`src/rtl/slc_pkg.sv`:
```
// Purpose: Shared constants for the serial line control block
// Assumes: pclk at 20 MHz
// Notes: Register map, strap encodings and timer counts
package slc_pkg;
    // ========================================================
    // Clock and times
    localparam int unsigned CLK_HZ = 20000000;
    localparam int unsigned US_CYC = CLK_HZ / 1000000;
    localparam int unsigned CTS_10_US = 10000;
    localparam int unsigned CTS_30_US = 30000;
    localparam int unsigned TMO_150_US = 150;
    localparam int unsigned TMO_700_US = 700;
    localparam int unsigned TMO_2_US = 2000;
    localparam int unsigned TMO_7_US = 7000;
    localparam int unsigned TMO_70_US = 70000;
    localparam int unsigned TA_100_US = 100;
    localparam int unsigned TA_1_US = 1000;
    localparam int unsigned TA_5_US = 5000;
    localparam int unsigned TA_35_US = 35000;
    localparam int unsigned CTS_10_CYC = CTS_10_US * US_CYC;
    localparam int unsigned CTS_30_CYC = CTS_30_US * US_CYC;
    localparam int unsigned TMO_150_CYC = TMO_150_US * US_CYC;
    localparam int unsigned TMO_700_CYC = TMO_700_US * US_CYC;
    localparam int unsigned TMO_2_CYC = TMO_2_US * US_CYC;
    localparam int unsigned TMO_7_CYC = TMO_7_US * US_CYC;
    localparam int unsigned TMO_70_CYC = TMO_70_US * US_CYC;
    localparam int unsigned TA_100_CYC = TA_100_US * US_CYC;
    localparam int unsigned TA_1_CYC = TA_1_US * US_CYC;
    localparam int unsigned TA_5_CYC = TA_5_US * US_CYC;
    localparam int unsigned TA_35_CYC = TA_35_US * US_CYC;
    localparam int unsigned CNT_W = 21;
    // ========================================================
    // Register byte addresses
    localparam logic [11:0] CFG_ADDR = 12'h000;
    localparam logic [11:0] STAT_ADDR = 12'h004;
    // ========================================================
    // Config field positions
    localparam int unsigned F_ROLE = 0;
    localparam int unsigned F_DUPLEX = 1;
    localparam int unsigned F_CINH = 2;
    localparam int unsigned F_SRC = 3;
    localparam int unsigned F_LOOP = 4;
    localparam int unsigned F_BIAS = 5;
    localparam int unsigned F_CTS = 8;
    localparam int unsigned F_TMO = 12;
    localparam int unsigned F_TA = 16;
    localparam logic [31:0] CFG_MASK = 32'h0007_733f;
    localparam logic [31:0] CFG_RST = 32'h0000_0000;
    // ========================================================
    // Encodings
    localparam logic [1:0] CTS_0 = 2'h0;
    localparam logic [1:0] CTS_10 = 2'h1;
    localparam logic [1:0] CTS_30 = 2'h2;
    localparam logic [1:0] CTS_ON = 2'h3;
    localparam logic [2:0] SEL_A = 3'h0;
    localparam logic [2:0] SEL_B = 3'h1;
    localparam logic [2:0] SEL_C = 3'h2;
    localparam logic [2:0] SEL_D = 3'h3;
    localparam logic [2:0] SEL_E = 3'h4;
    // Status bit positions
    localparam int unsigned S_DRV = 0;
    localparam int unsigned S_CTS = 1;
    localparam int unsigned S_CAR = 2;
    localparam int unsigned S_TA = 3;
endpackage
```
`src/rtl/slc_line_ctrl.sv`:
```
// Purpose: Line control of an RS-232 to RS-485 converter
// Assumes: Straps held in a config register written over APB
// Notes: Serial and lead inputs are synchronised before use
//
// Overview of operation
// Role bit high selects DTE, low DCE
// Duplex bit selects two or four wire
// CTS ON with lead source holds driver on
// DCE raises CTS after 0, 10, 30 ms
// Carrier inhibit withholds CTS on busy line
// CTS drops at once when RTS falls
// CTS ON holds CTS asserted always in DCE role
// DTE role gives no CTS
// Lead enables driver only with delay settings
// DTE lead mode: CD enables driver
// DCE lead mode: RTS enables driver
// Data mode: first bit enables, starts timer
// Rising data restarts timer; expiry disables
// Timeouts 0.15, 0.7, 2, 7, 70 ms
// Above 64 kbps host sends lead-in char
// CTS ON keeps driver constantly enabled
// Half duplex waits turnaround before receive
// Turnaround 0, 0.1, 1, 5, 35 ms
// Loopback echoes each port to itself
// Normal mode passes data across
// Line bias reports carrier always present
// DTE with CTS ON ignores CD
// Timers count pclk; straps sampled synchronously
//
// Design decisions made here: register access over APB and the register offsets.
`timescale 1ns/1ps
module slc_line_ctrl (
    // Clock and reset
    input wire logic pclk,
    input wire logic presetn,
    // APB requests
    input wire logic psel,
    input wire logic penable,
    input wire logic pwrite,
    input wire logic [11:0] paddr,
    input wire logic [31:0] pwdata,
    // APB answers
    output logic [31:0] prdata,
    output logic pready,
    output logic pslverr,
    // RS-232 inputs
    input wire logic rs232_rxd,
    input wire logic rs232_rts,
    input wire logic rs232_cd,
    // RS-232 outputs
    output logic rs232_txd,
    output logic rs232_cts,
    // RS-485 inputs
    input wire logic rs485_rxd,
    input wire logic rs485_carrier,
    // RS-485 outputs
    output logic rs485_txd,
    output logic rs485_drv_en,
    output logic rs485_rx_en
);

    // ========================================================
    // State
    // CTS sequencer states
    typedef enum {ST_IDLE, ST_WAIT, ST_ON} slc_cts_t;

    typedef struct packed {
        // Register interface
        logic [31:0] cfg;
        logic [31:0] rdata;
        logic ready;
        logic err;

        // Synchronisers
        logic [1:0] rxd_s;
        logic [1:0] rts_s;
        logic [1:0] cd_s;
        logic [1:0] rxr_s;
        logic [1:0] car_s;
        logic rxd_p;
        logic rts_p;

        // CTS sequencing
        slc_cts_t cts_st;
        logic [20:0] cts_cnt;
        logic cts;

        // Driver timer
        logic data_en;
        logic [20:0] tmo_cnt;
        logic drv;

        // Turnaround
        logic ta;
        logic [20:0] ta_cnt;
        logic rx_en;

        // Line outputs
        logic txd232;
        logic txd485;
    } slc_state_t;

    slc_state_t q, d;

    // ========================================================
    // Decode helpers
    function automatic logic rise(input logic now, input logic was);
        rise = now & ~was;
    endfunction

    function automatic logic [20:0] cyc(input int unsigned n);
        cyc = n[20:0];
    endfunction

    function automatic logic [20:0] tmo_len(input logic [2:0] s);
        unique case (s)
            slc_pkg::SEL_A: tmo_len = cyc(slc_pkg::TMO_70_CYC);
            slc_pkg::SEL_B: tmo_len = cyc(slc_pkg::TMO_7_CYC);
            slc_pkg::SEL_C: tmo_len = cyc(slc_pkg::TMO_2_CYC);
            slc_pkg::SEL_D: tmo_len = cyc(slc_pkg::TMO_700_CYC);
            slc_pkg::SEL_E: tmo_len = cyc(slc_pkg::TMO_150_CYC);
            default: tmo_len = cyc(slc_pkg::TMO_150_CYC);
        endcase
    endfunction

    function automatic logic [20:0] ta_len(input logic [2:0] s);
        unique case (s)
            slc_pkg::SEL_A: ta_len = '0;
            slc_pkg::SEL_B: ta_len = cyc(slc_pkg::TA_100_CYC);
            slc_pkg::SEL_C: ta_len = cyc(slc_pkg::TA_1_CYC);
            slc_pkg::SEL_D: ta_len = cyc(slc_pkg::TA_5_CYC);
            slc_pkg::SEL_E: ta_len = cyc(slc_pkg::TA_35_CYC);
            default: ta_len = cyc(slc_pkg::TA_35_CYC);
        endcase
    endfunction

    function automatic logic [20:0] cts_delay_len(input logic [1:0] s);
        unique case (s)
            slc_pkg::CTS_0: cts_delay_len = '0;
            slc_pkg::CTS_10: cts_delay_len = cyc(slc_pkg::CTS_10_CYC);
            slc_pkg::CTS_30: cts_delay_len = cyc(slc_pkg::CTS_30_CYC);
            slc_pkg::CTS_ON: cts_delay_len = '0;
        endcase
    endfunction

    function automatic logic [31:0] stat_word(input logic drv_on, input logic cts_on,
                                              input logic car_on, input logic ta_on);
        stat_word = '0;
        stat_word[slc_pkg::S_DRV] = drv_on;
        stat_word[slc_pkg::S_CTS] = cts_on;
        stat_word[slc_pkg::S_CAR] = car_on;
        stat_word[slc_pkg::S_TA] = ta_on;
    endfunction

    // ========================================================
    // Config fields and derived conditions
    logic role_dte;
    logic duplex_half;
    logic cinh;
    logic src_data;
    logic loop_on;
    logic bias_on;
    logic [1:0] cts_sel;
    logic [2:0] tmo_sel;
    logic [2:0] ta_sel;

    logic car;
    logic lead;
    logic [20:0] cts_len;
    logic setup;
    logic rts_rise;
    logic rxd_rise;
    logic cts_block;
    logic drv_forced;

    assign role_dte = q.cfg[slc_pkg::F_ROLE];
    assign duplex_half = q.cfg[slc_pkg::F_DUPLEX];
    assign cinh = q.cfg[slc_pkg::F_CINH];
    assign src_data = q.cfg[slc_pkg::F_SRC];
    assign loop_on = q.cfg[slc_pkg::F_LOOP];
    assign bias_on = q.cfg[slc_pkg::F_BIAS];
    assign cts_sel = q.cfg[slc_pkg::F_CTS +: 2];
    assign tmo_sel = q.cfg[slc_pkg::F_TMO +: 3];
    assign ta_sel = q.cfg[slc_pkg::F_TA +: 3];
    assign car = q.car_s[1] | bias_on;
    assign cts_len = cts_delay_len(cts_sel);

    assign lead = role_dte ? q.cd_s[1] : q.rts_s[1];
    assign setup = psel & ~penable;
    assign rts_rise = rise(q.rts_s[1], q.rts_p);
    assign rxd_rise = rise(q.rxd_s[1], q.rxd_p);
    assign cts_block = cinh & car;
    assign drv_forced = cts_sel == slc_pkg::CTS_ON;

    // ========================================================
    // Next state
    always_comb begin
        d = q;

        // ========================================================
        // Synchronisers
        d.rxd_s = {q.rxd_s[0], rs232_rxd};
        d.rts_s = {q.rts_s[0], rs232_rts};
        d.cd_s = {q.cd_s[0], rs232_cd};
        d.rxr_s = {q.rxr_s[0], rs485_rxd};
        d.car_s = {q.car_s[0], rs485_carrier};
        d.rxd_p = q.rxd_s[1];
        d.rts_p = q.rts_s[1];

        // ========================================================
        // APB slave, one wait-free access phase
        d.ready = setup;
        d.err = 1'b0;
        d.rdata = '0;

        if (setup) begin
            unique case (paddr)
                slc_pkg::CFG_ADDR: begin
                    d.rdata = q.cfg;
                    if (pwrite) begin
                        d.cfg = pwdata & slc_pkg::CFG_MASK;
                    end
                end
                slc_pkg::STAT_ADDR: begin
                    d.rdata = stat_word(q.drv, q.cts, car, q.ta);
                    d.err = pwrite;
                end
                default: d.err = 1'b1;
            endcase
        end

        // ========================================================
        // CTS sequencing, DCE only
        unique case (q.cts_st)
            ST_IDLE: begin
                if (rts_rise && !cts_block) begin
                    d.cts_st = ST_WAIT;
                    d.cts_cnt = cts_len;
                end
            end
            ST_WAIT: begin
                if (q.cts_cnt == '0) begin
                    d.cts_st = ST_ON;
                end else begin
                    d.cts_cnt = q.cts_cnt - 21'h1;
                end
            end
            ST_ON: ;
        endcase

        if (!q.rts_s[1]) begin
            d.cts_st = ST_IDLE;
        end

        // ========================================================
        // CTS output
        if (role_dte) begin
            d.cts = 1'b0;
        end else if (cts_sel == slc_pkg::CTS_ON) begin
            d.cts = 1'b1;
        end else begin
            d.cts = (d.cts_st == ST_ON) && q.rts_s[1];
        end

        // ========================================================
        // Data enabled driver timer
        if (rxd_rise) begin
            d.tmo_cnt = tmo_len(tmo_sel);
        end else if (q.tmo_cnt != '0) begin
            d.tmo_cnt = q.tmo_cnt - 21'h1;
        end

        // ========================================================
        // Data enable flag
        if (!q.rxd_s[1]) begin
            d.data_en = 1'b1;
        end else if (q.rxd_p && q.tmo_cnt == 21'h1) begin
            d.data_en = 1'b0;
        end

        // ========================================================
        // Driver enable source
        if (drv_forced) begin
            d.drv = 1'b1;
        end else if (src_data) begin
            d.drv = d.data_en;
        end else begin
            d.drv = lead;
        end

        // ========================================================
        // Half duplex turnaround
        if (!duplex_half) begin
            d.rx_en = 1'b1;
            d.ta = 1'b0;
        end else if (d.drv) begin
            d.rx_en = 1'b0;
            d.ta = 1'b0;
        end else if (q.drv) begin
            d.ta = 1'b1;
            d.ta_cnt = ta_len(ta_sel);
            d.rx_en = 1'b0;
        end else if (q.ta) begin
            if (q.ta_cnt == '0) begin
                d.ta = 1'b0;
                d.rx_en = 1'b1;
            end else begin
                d.ta_cnt = q.ta_cnt - 21'h1;
            end
        end else begin
            d.rx_en = 1'b1;
        end

        // ========================================================
        // Data paths
        if (loop_on) begin
            d.txd232 = q.rxd_s[1];
            d.txd485 = q.rxr_s[1];
        end else begin
            d.txd232 = (duplex_half && !q.rx_en) ? 1'b1 : q.rxr_s[1];
            d.txd485 = q.rxd_s[1];
        end
    end

    // ========================================================
    // State register
    always_ff @(posedge pclk or negedge presetn) begin
        if (!presetn) begin
            q <= '{
                cfg: slc_pkg::CFG_RST,
                rdata: '0,
                ready: 1'b0,
                err: 1'b0,
                rxd_s: 2'h3,
                rts_s: 2'h0,
                cd_s: 2'h0,
                rxr_s: 2'h3,
                car_s: 2'h0,
                rxd_p: 1'b1,
                rts_p: 1'b0,
                cts_st: ST_IDLE,
                cts_cnt: '0,
                cts: 1'b0,
                data_en: 1'b0,
                tmo_cnt: '0,
                drv: 1'b0,
                ta: 1'b0,
                ta_cnt: '0,
                rx_en: 1'b1,
                txd232: 1'b1,
                txd485: 1'b1
            };
        end else begin
            q <= d;
        end
    end

    // ========================================================
    // Outputs
    // APB answers
    assign prdata = q.rdata;
    assign pready = q.ready;
    assign pslverr = q.err;

    // RS-232 lines
    assign rs232_txd = q.txd232;
    assign rs232_cts = q.cts;

    // RS-485 lines
    assign rs485_txd = q.txd485;
    assign rs485_drv_en = q.drv;
    assign rs485_rx_en = q.rx_en;

endmodule // slc_line_ctrl

```
`config.mk`:
```
export PLATFORM = sky130hd
export DESIGN_NAME = slc_line_ctrl
export DESIGN_NICKNAME = d
export VERILOG_FILES = /design/src/rtl/slc_pkg.sv /design/src/rtl/slc_line_ctrl.sv
export SDC_FILE = /design/constraint.sdc
export NUM_CORES = 1
export LEC_CHECK = 0
export BUFFER_PORTS_ARGS = -buffer_cell sky130_fd_sc_hd__buf_2
export CAP_MARGIN = 30
export CORE_AREA = 2 2 121 123
export CTS_CLUSTER_SIZE = 24
export DETAILED_ROUTE_END_ITERATION = 7
export DIE_AREA = 0 0 123 125
export HOLD_SLACK_MARGIN = 0.08
export PLACE_DENSITY = 0.75
export SYNTH_ARGS = -nofsm -noshare
export SYNTH_HDL_FRONTEND = slang
export SYNTH_SLANG_ARGS = --single-unit
```
`constraint.sdc`:
```
create_clock -name pclk -period 2.9 [get_ports pclk]
set_clock_uncertainty 0.15 [all_clocks]
set_input_delay 0.58 -clock pclk [delete_from_list [all_inputs] [get_ports pclk]]
set_output_delay 0.58 -clock pclk [all_outputs]
set_load 0.005 [all_outputs]
```
==> key figures <==
Power and ir drop
  – LEAKAGE: 0.00379 µW
  – Max IR drop VDD: 0.544 mV
  – P per Cell Area: 710 nW/µm²
  – Total power: 5600 µW

Route
  – Final ANT Viol Nets: 0
  – Vias/cell: 5.63
  – Per-cell routed wire length: 16.1 µm
  – WL final: 15000 µm
  – DRC viols: 0
  – DRT iter0 DRCs: 438
  – Drt pass-1 iters: 6
  – Via count: 5265

Finish
  – Area grow syn2layout: 14.2%
  – Antenna Cells: 0
  – Nets: 800
  – Area occupied by multi-input gates: 2980 µm²
  – Final-layout fill cell count: 1182
  – Fraction of layout cells with a size suffix above 1: 18.5%
  – FF/Latch Area: 3610 µm²

Timing
  – Final Worst Setup Slack: 0.189 ns
  – Max_slew headroom: 53.5%
  – Post-route setup TNS: 0 ns
  – Hold Slack: 0.107 ns
  – RSZ-0062 raised after global routing: no
  – Actual slew at the worst max-slew pin: 0.696 ns
  – Slew Limit Fails: 0
  – Fmax: 369 MHz
  – Minimum clock period after layout: 2.71 ns
  – Final worst-path cycle share: 93.5%
  – Final-report hold violation count: 0
  – Final setup vio count: 0

Critical path
  – R2R Setup Slk: 0.19 ns
  – Reg2reg end: q[54]
  – Max Fanout on Critical Path: 9
  – CP startpoint: q[49]
  – R2R Path Start: q[49]
  – Critical Path, Cell by Cell: inv_1 > ha_1 > or4b_2 > or3_1 > nand2_1 > or3_1 > mux2i_1
  – WS Path Type: register to register
  – Critical Path End Type: register
  – Nature of the critical path startpoint: register
  – Most frequent CP cell: or3_1
  – Critical-path cell with the highest stage delay: or4b_2
  – Bufs and invs on worst path: 1
  – Delay-heaviest family, CP: simple AND/OR/NAND/NOR gates
  – CP peak stage delay: 0.63 ns
  – Worst Path Arrival: 2.91 ns
  – Worst Reg-to-Reg Cells: 7
  – Worst Path Required: 3.09 ns

Floorplanning
  – Die area: 15400 µm²
  – Die height: 125 µm
  – Num rows: 44
  – I/O pins: 93
  – Core Footprint: 14200 µm²
  – Initial Util: 48.7%
  – Die width: 123 µm

Place
  – PortBufs: 56
  – Dpl hpwl: 10300 µm
  – Dpl ws: 0.217 ns
  – RD Place Congestion: 0.885

Hold path
  – Worst hold endpoint: d[113]
  – Hold_sp: rs232_rxd
  – WHS Path Cells: 1
  – Hold Path Class: input pin to register

CTS
  – Clk_lat worst skew: 0.42 ns
  – CTS sink count: 144
  – Clk root buf: clkbuf_16
  – Htree depth: 4
  – CTS tree: done
  – Clk buf depth: 2
  – Clock transition at path regs: 0.06 ns
  – Num CTS Buffers: 17

GRT
  – Largest net degree at the start of global routing: 67
  – Initial antenna violation count: 0
  – GRT Total Usage: 20.7%
  – Vias in the first global route: 5317
  – First-pass GRT wire length: 25100 µm
  – Gr ovfl total: 0

Logic synthesis
  – Register area share after synthesis: 52.3%
  – Cell area after synthesis: 6910 µm²
  – Cells after Synth: 680
  – Post-synth top flop: dfrtp_1
  – Number of synthesized flops with an enable pin: 0
  – Async SR Flop Fraction: 100%
  – FF+latch count, synth: 144
  – Yosys warnings: 0
  – Synthesized area per cell: 10.2 µm²
  – Yosys cell types: 62

Run status
  – Status: finished clean

Flow run
  – Max_cap viols: 0
==> logic make-up (layout without fill, tap and decap cells) <==
kind of cell / Yosys count / after routing / synth area share, %
other: 1 / 18 / 0.0543
AO/OA/AOI/OAI: 133 / 133 / 13.0
flip-flops: 144 / 144 / 52.3
adder cells (fa/ha/maj): 8 / 8 / 1.45
multiplexers: 25 / 25 / 3.89
buffers and inverters: 71 / 125 / 5.65
AND/OR/NAND/NOR: 281 / 281 / 21.6
XOR/XNOR: 17 / 17 / 2.15
==> layout make-up <==
class | count | share of cell area [%]
repair buffers | 74 | 5.69
multi-input cells | 482 | 37.8
inverters | 19 | 0.903
clock buffers | 26 | 6.58
clock inverters | 6 | 0.380
well taps | 184 | 2.92
flip-flops and latches | 144 | 45.8
==> repair_timing <==
item	in CTS	in global routing
setup buffers	0	0
endpoints found under the hold margin	56	0
endpoints found under the setup margin	0	1
gates resized for setup	0	2
hold buffers	1	0
==> through the flow <==
step / cell area, µm² / cells / utilization, %
detailed placement: 7330 / 902 / 51.6
floorplan: 6980 / 697 / -
finish: 7890 / 935 / 55.6
global placement: 7330 / 902 / 51.6
global route: 7890 / 935 / 55.6
CTS: 7890 / 935 / 55.5
==> synthesized netlist by cell type (4+ instances only) <==
library cell	number	area, µm²
and3_1	4	25.0
buf_4	32	240
and2_1	45	282
nand2b_1	8	50.1
dfrtp_1	136	3400
dfstp_2	8	210
nand3_1	16	80.1
xnor2_1	10	87.6
nor4_1	22	138
inv_1	19	71.3
or3_1	11	68.8
xor2_1	7	61.3
mux2_2	15	169
o21ai_0	51	255
nand4_1	9	56.3
nor3_1	25	125
a21oi_1	13	65.1
o31ai_1	7	52.6
nor2b_1	5	31.3
nand2_1	54	203
a22o_1	11	96.3
ha_1	8	100
a31oi_1	5	31.3
clkbuf_1	14	52.6
mux2i_1	10	100
o22ai_1	6	37.5
or4_1	6	45.0
nand3b_1	4	30.0
nor2_1	56	210
or2_2	4	25.0
a21boi_0	6	45.0
==> how the worst max path moves through the flow <==
stage,endpoint,slack [ns],depth (start not counted)
5_1_grt,q[54],0.07,7
3_5_place_dp,q[67],0.22,8
3_3_place_gp,q[63],0.29,6
4_1_cts,q[67],0.19,8
2_1_floorplan,q[22],0.38,6
6_report,q[54],0.19,7
==> per-layer routing <==
layer / up-vias / wire length (µm) / global-route usage [%]
met5: - / 0 / 0
met4: 0 / 193 / 7.62
met3: 18 / 838 / 6.52
met2: 163 / 7350 / 32.3
met1: 2585 / 6640 / 27.0
li1: 2499 / - / -
==> placed cells by master (no fill, tap or decap), types with 4 or more instances in the layout <==
cell	n
and2_1	45
a21oi_1	13
ha_1	8
nand2b_1	8
nor2b_1	5
inv_1	19
nand2_1	53
nand3_1	16
clkbuf_16	17
nor2_1	56
conb_1	18
or2_2	4
nor4_1	21
o22ai_1	6
nand4_1	9
and3_1	4
a31oi_1	5
o21ai_0	51
buf_2	55
xnor2_1	10
clkinv_2	6
xor2_1	7
nand3b_1	4
buf_4	15
a21boi_0	5
or4_1	6
o31ai_1	7
mux2i_1	10
nor3_1	25
clkbuf_8	6
a22o_1	11
mux2_2	15
dfstp_2	8
dfrtp_1	136
or3_1	11
==> state kept, by name, summed over array words and instances, names as in the netlist, 2 cells and up <==
| signal | cells |
|---|---|
| q | 110 |
| prdata | 14 |
| d | 7 |
| cts_sel | 2 |
==> power by group <==
group | internal, µW | switching (µW) | total [µW]
Sequential | 2200 | 201 | 2400
Clock | 1220 | 793 | 2010
Combinational | 478 | 711 | 1190
(Power assumes the default switching activity.)
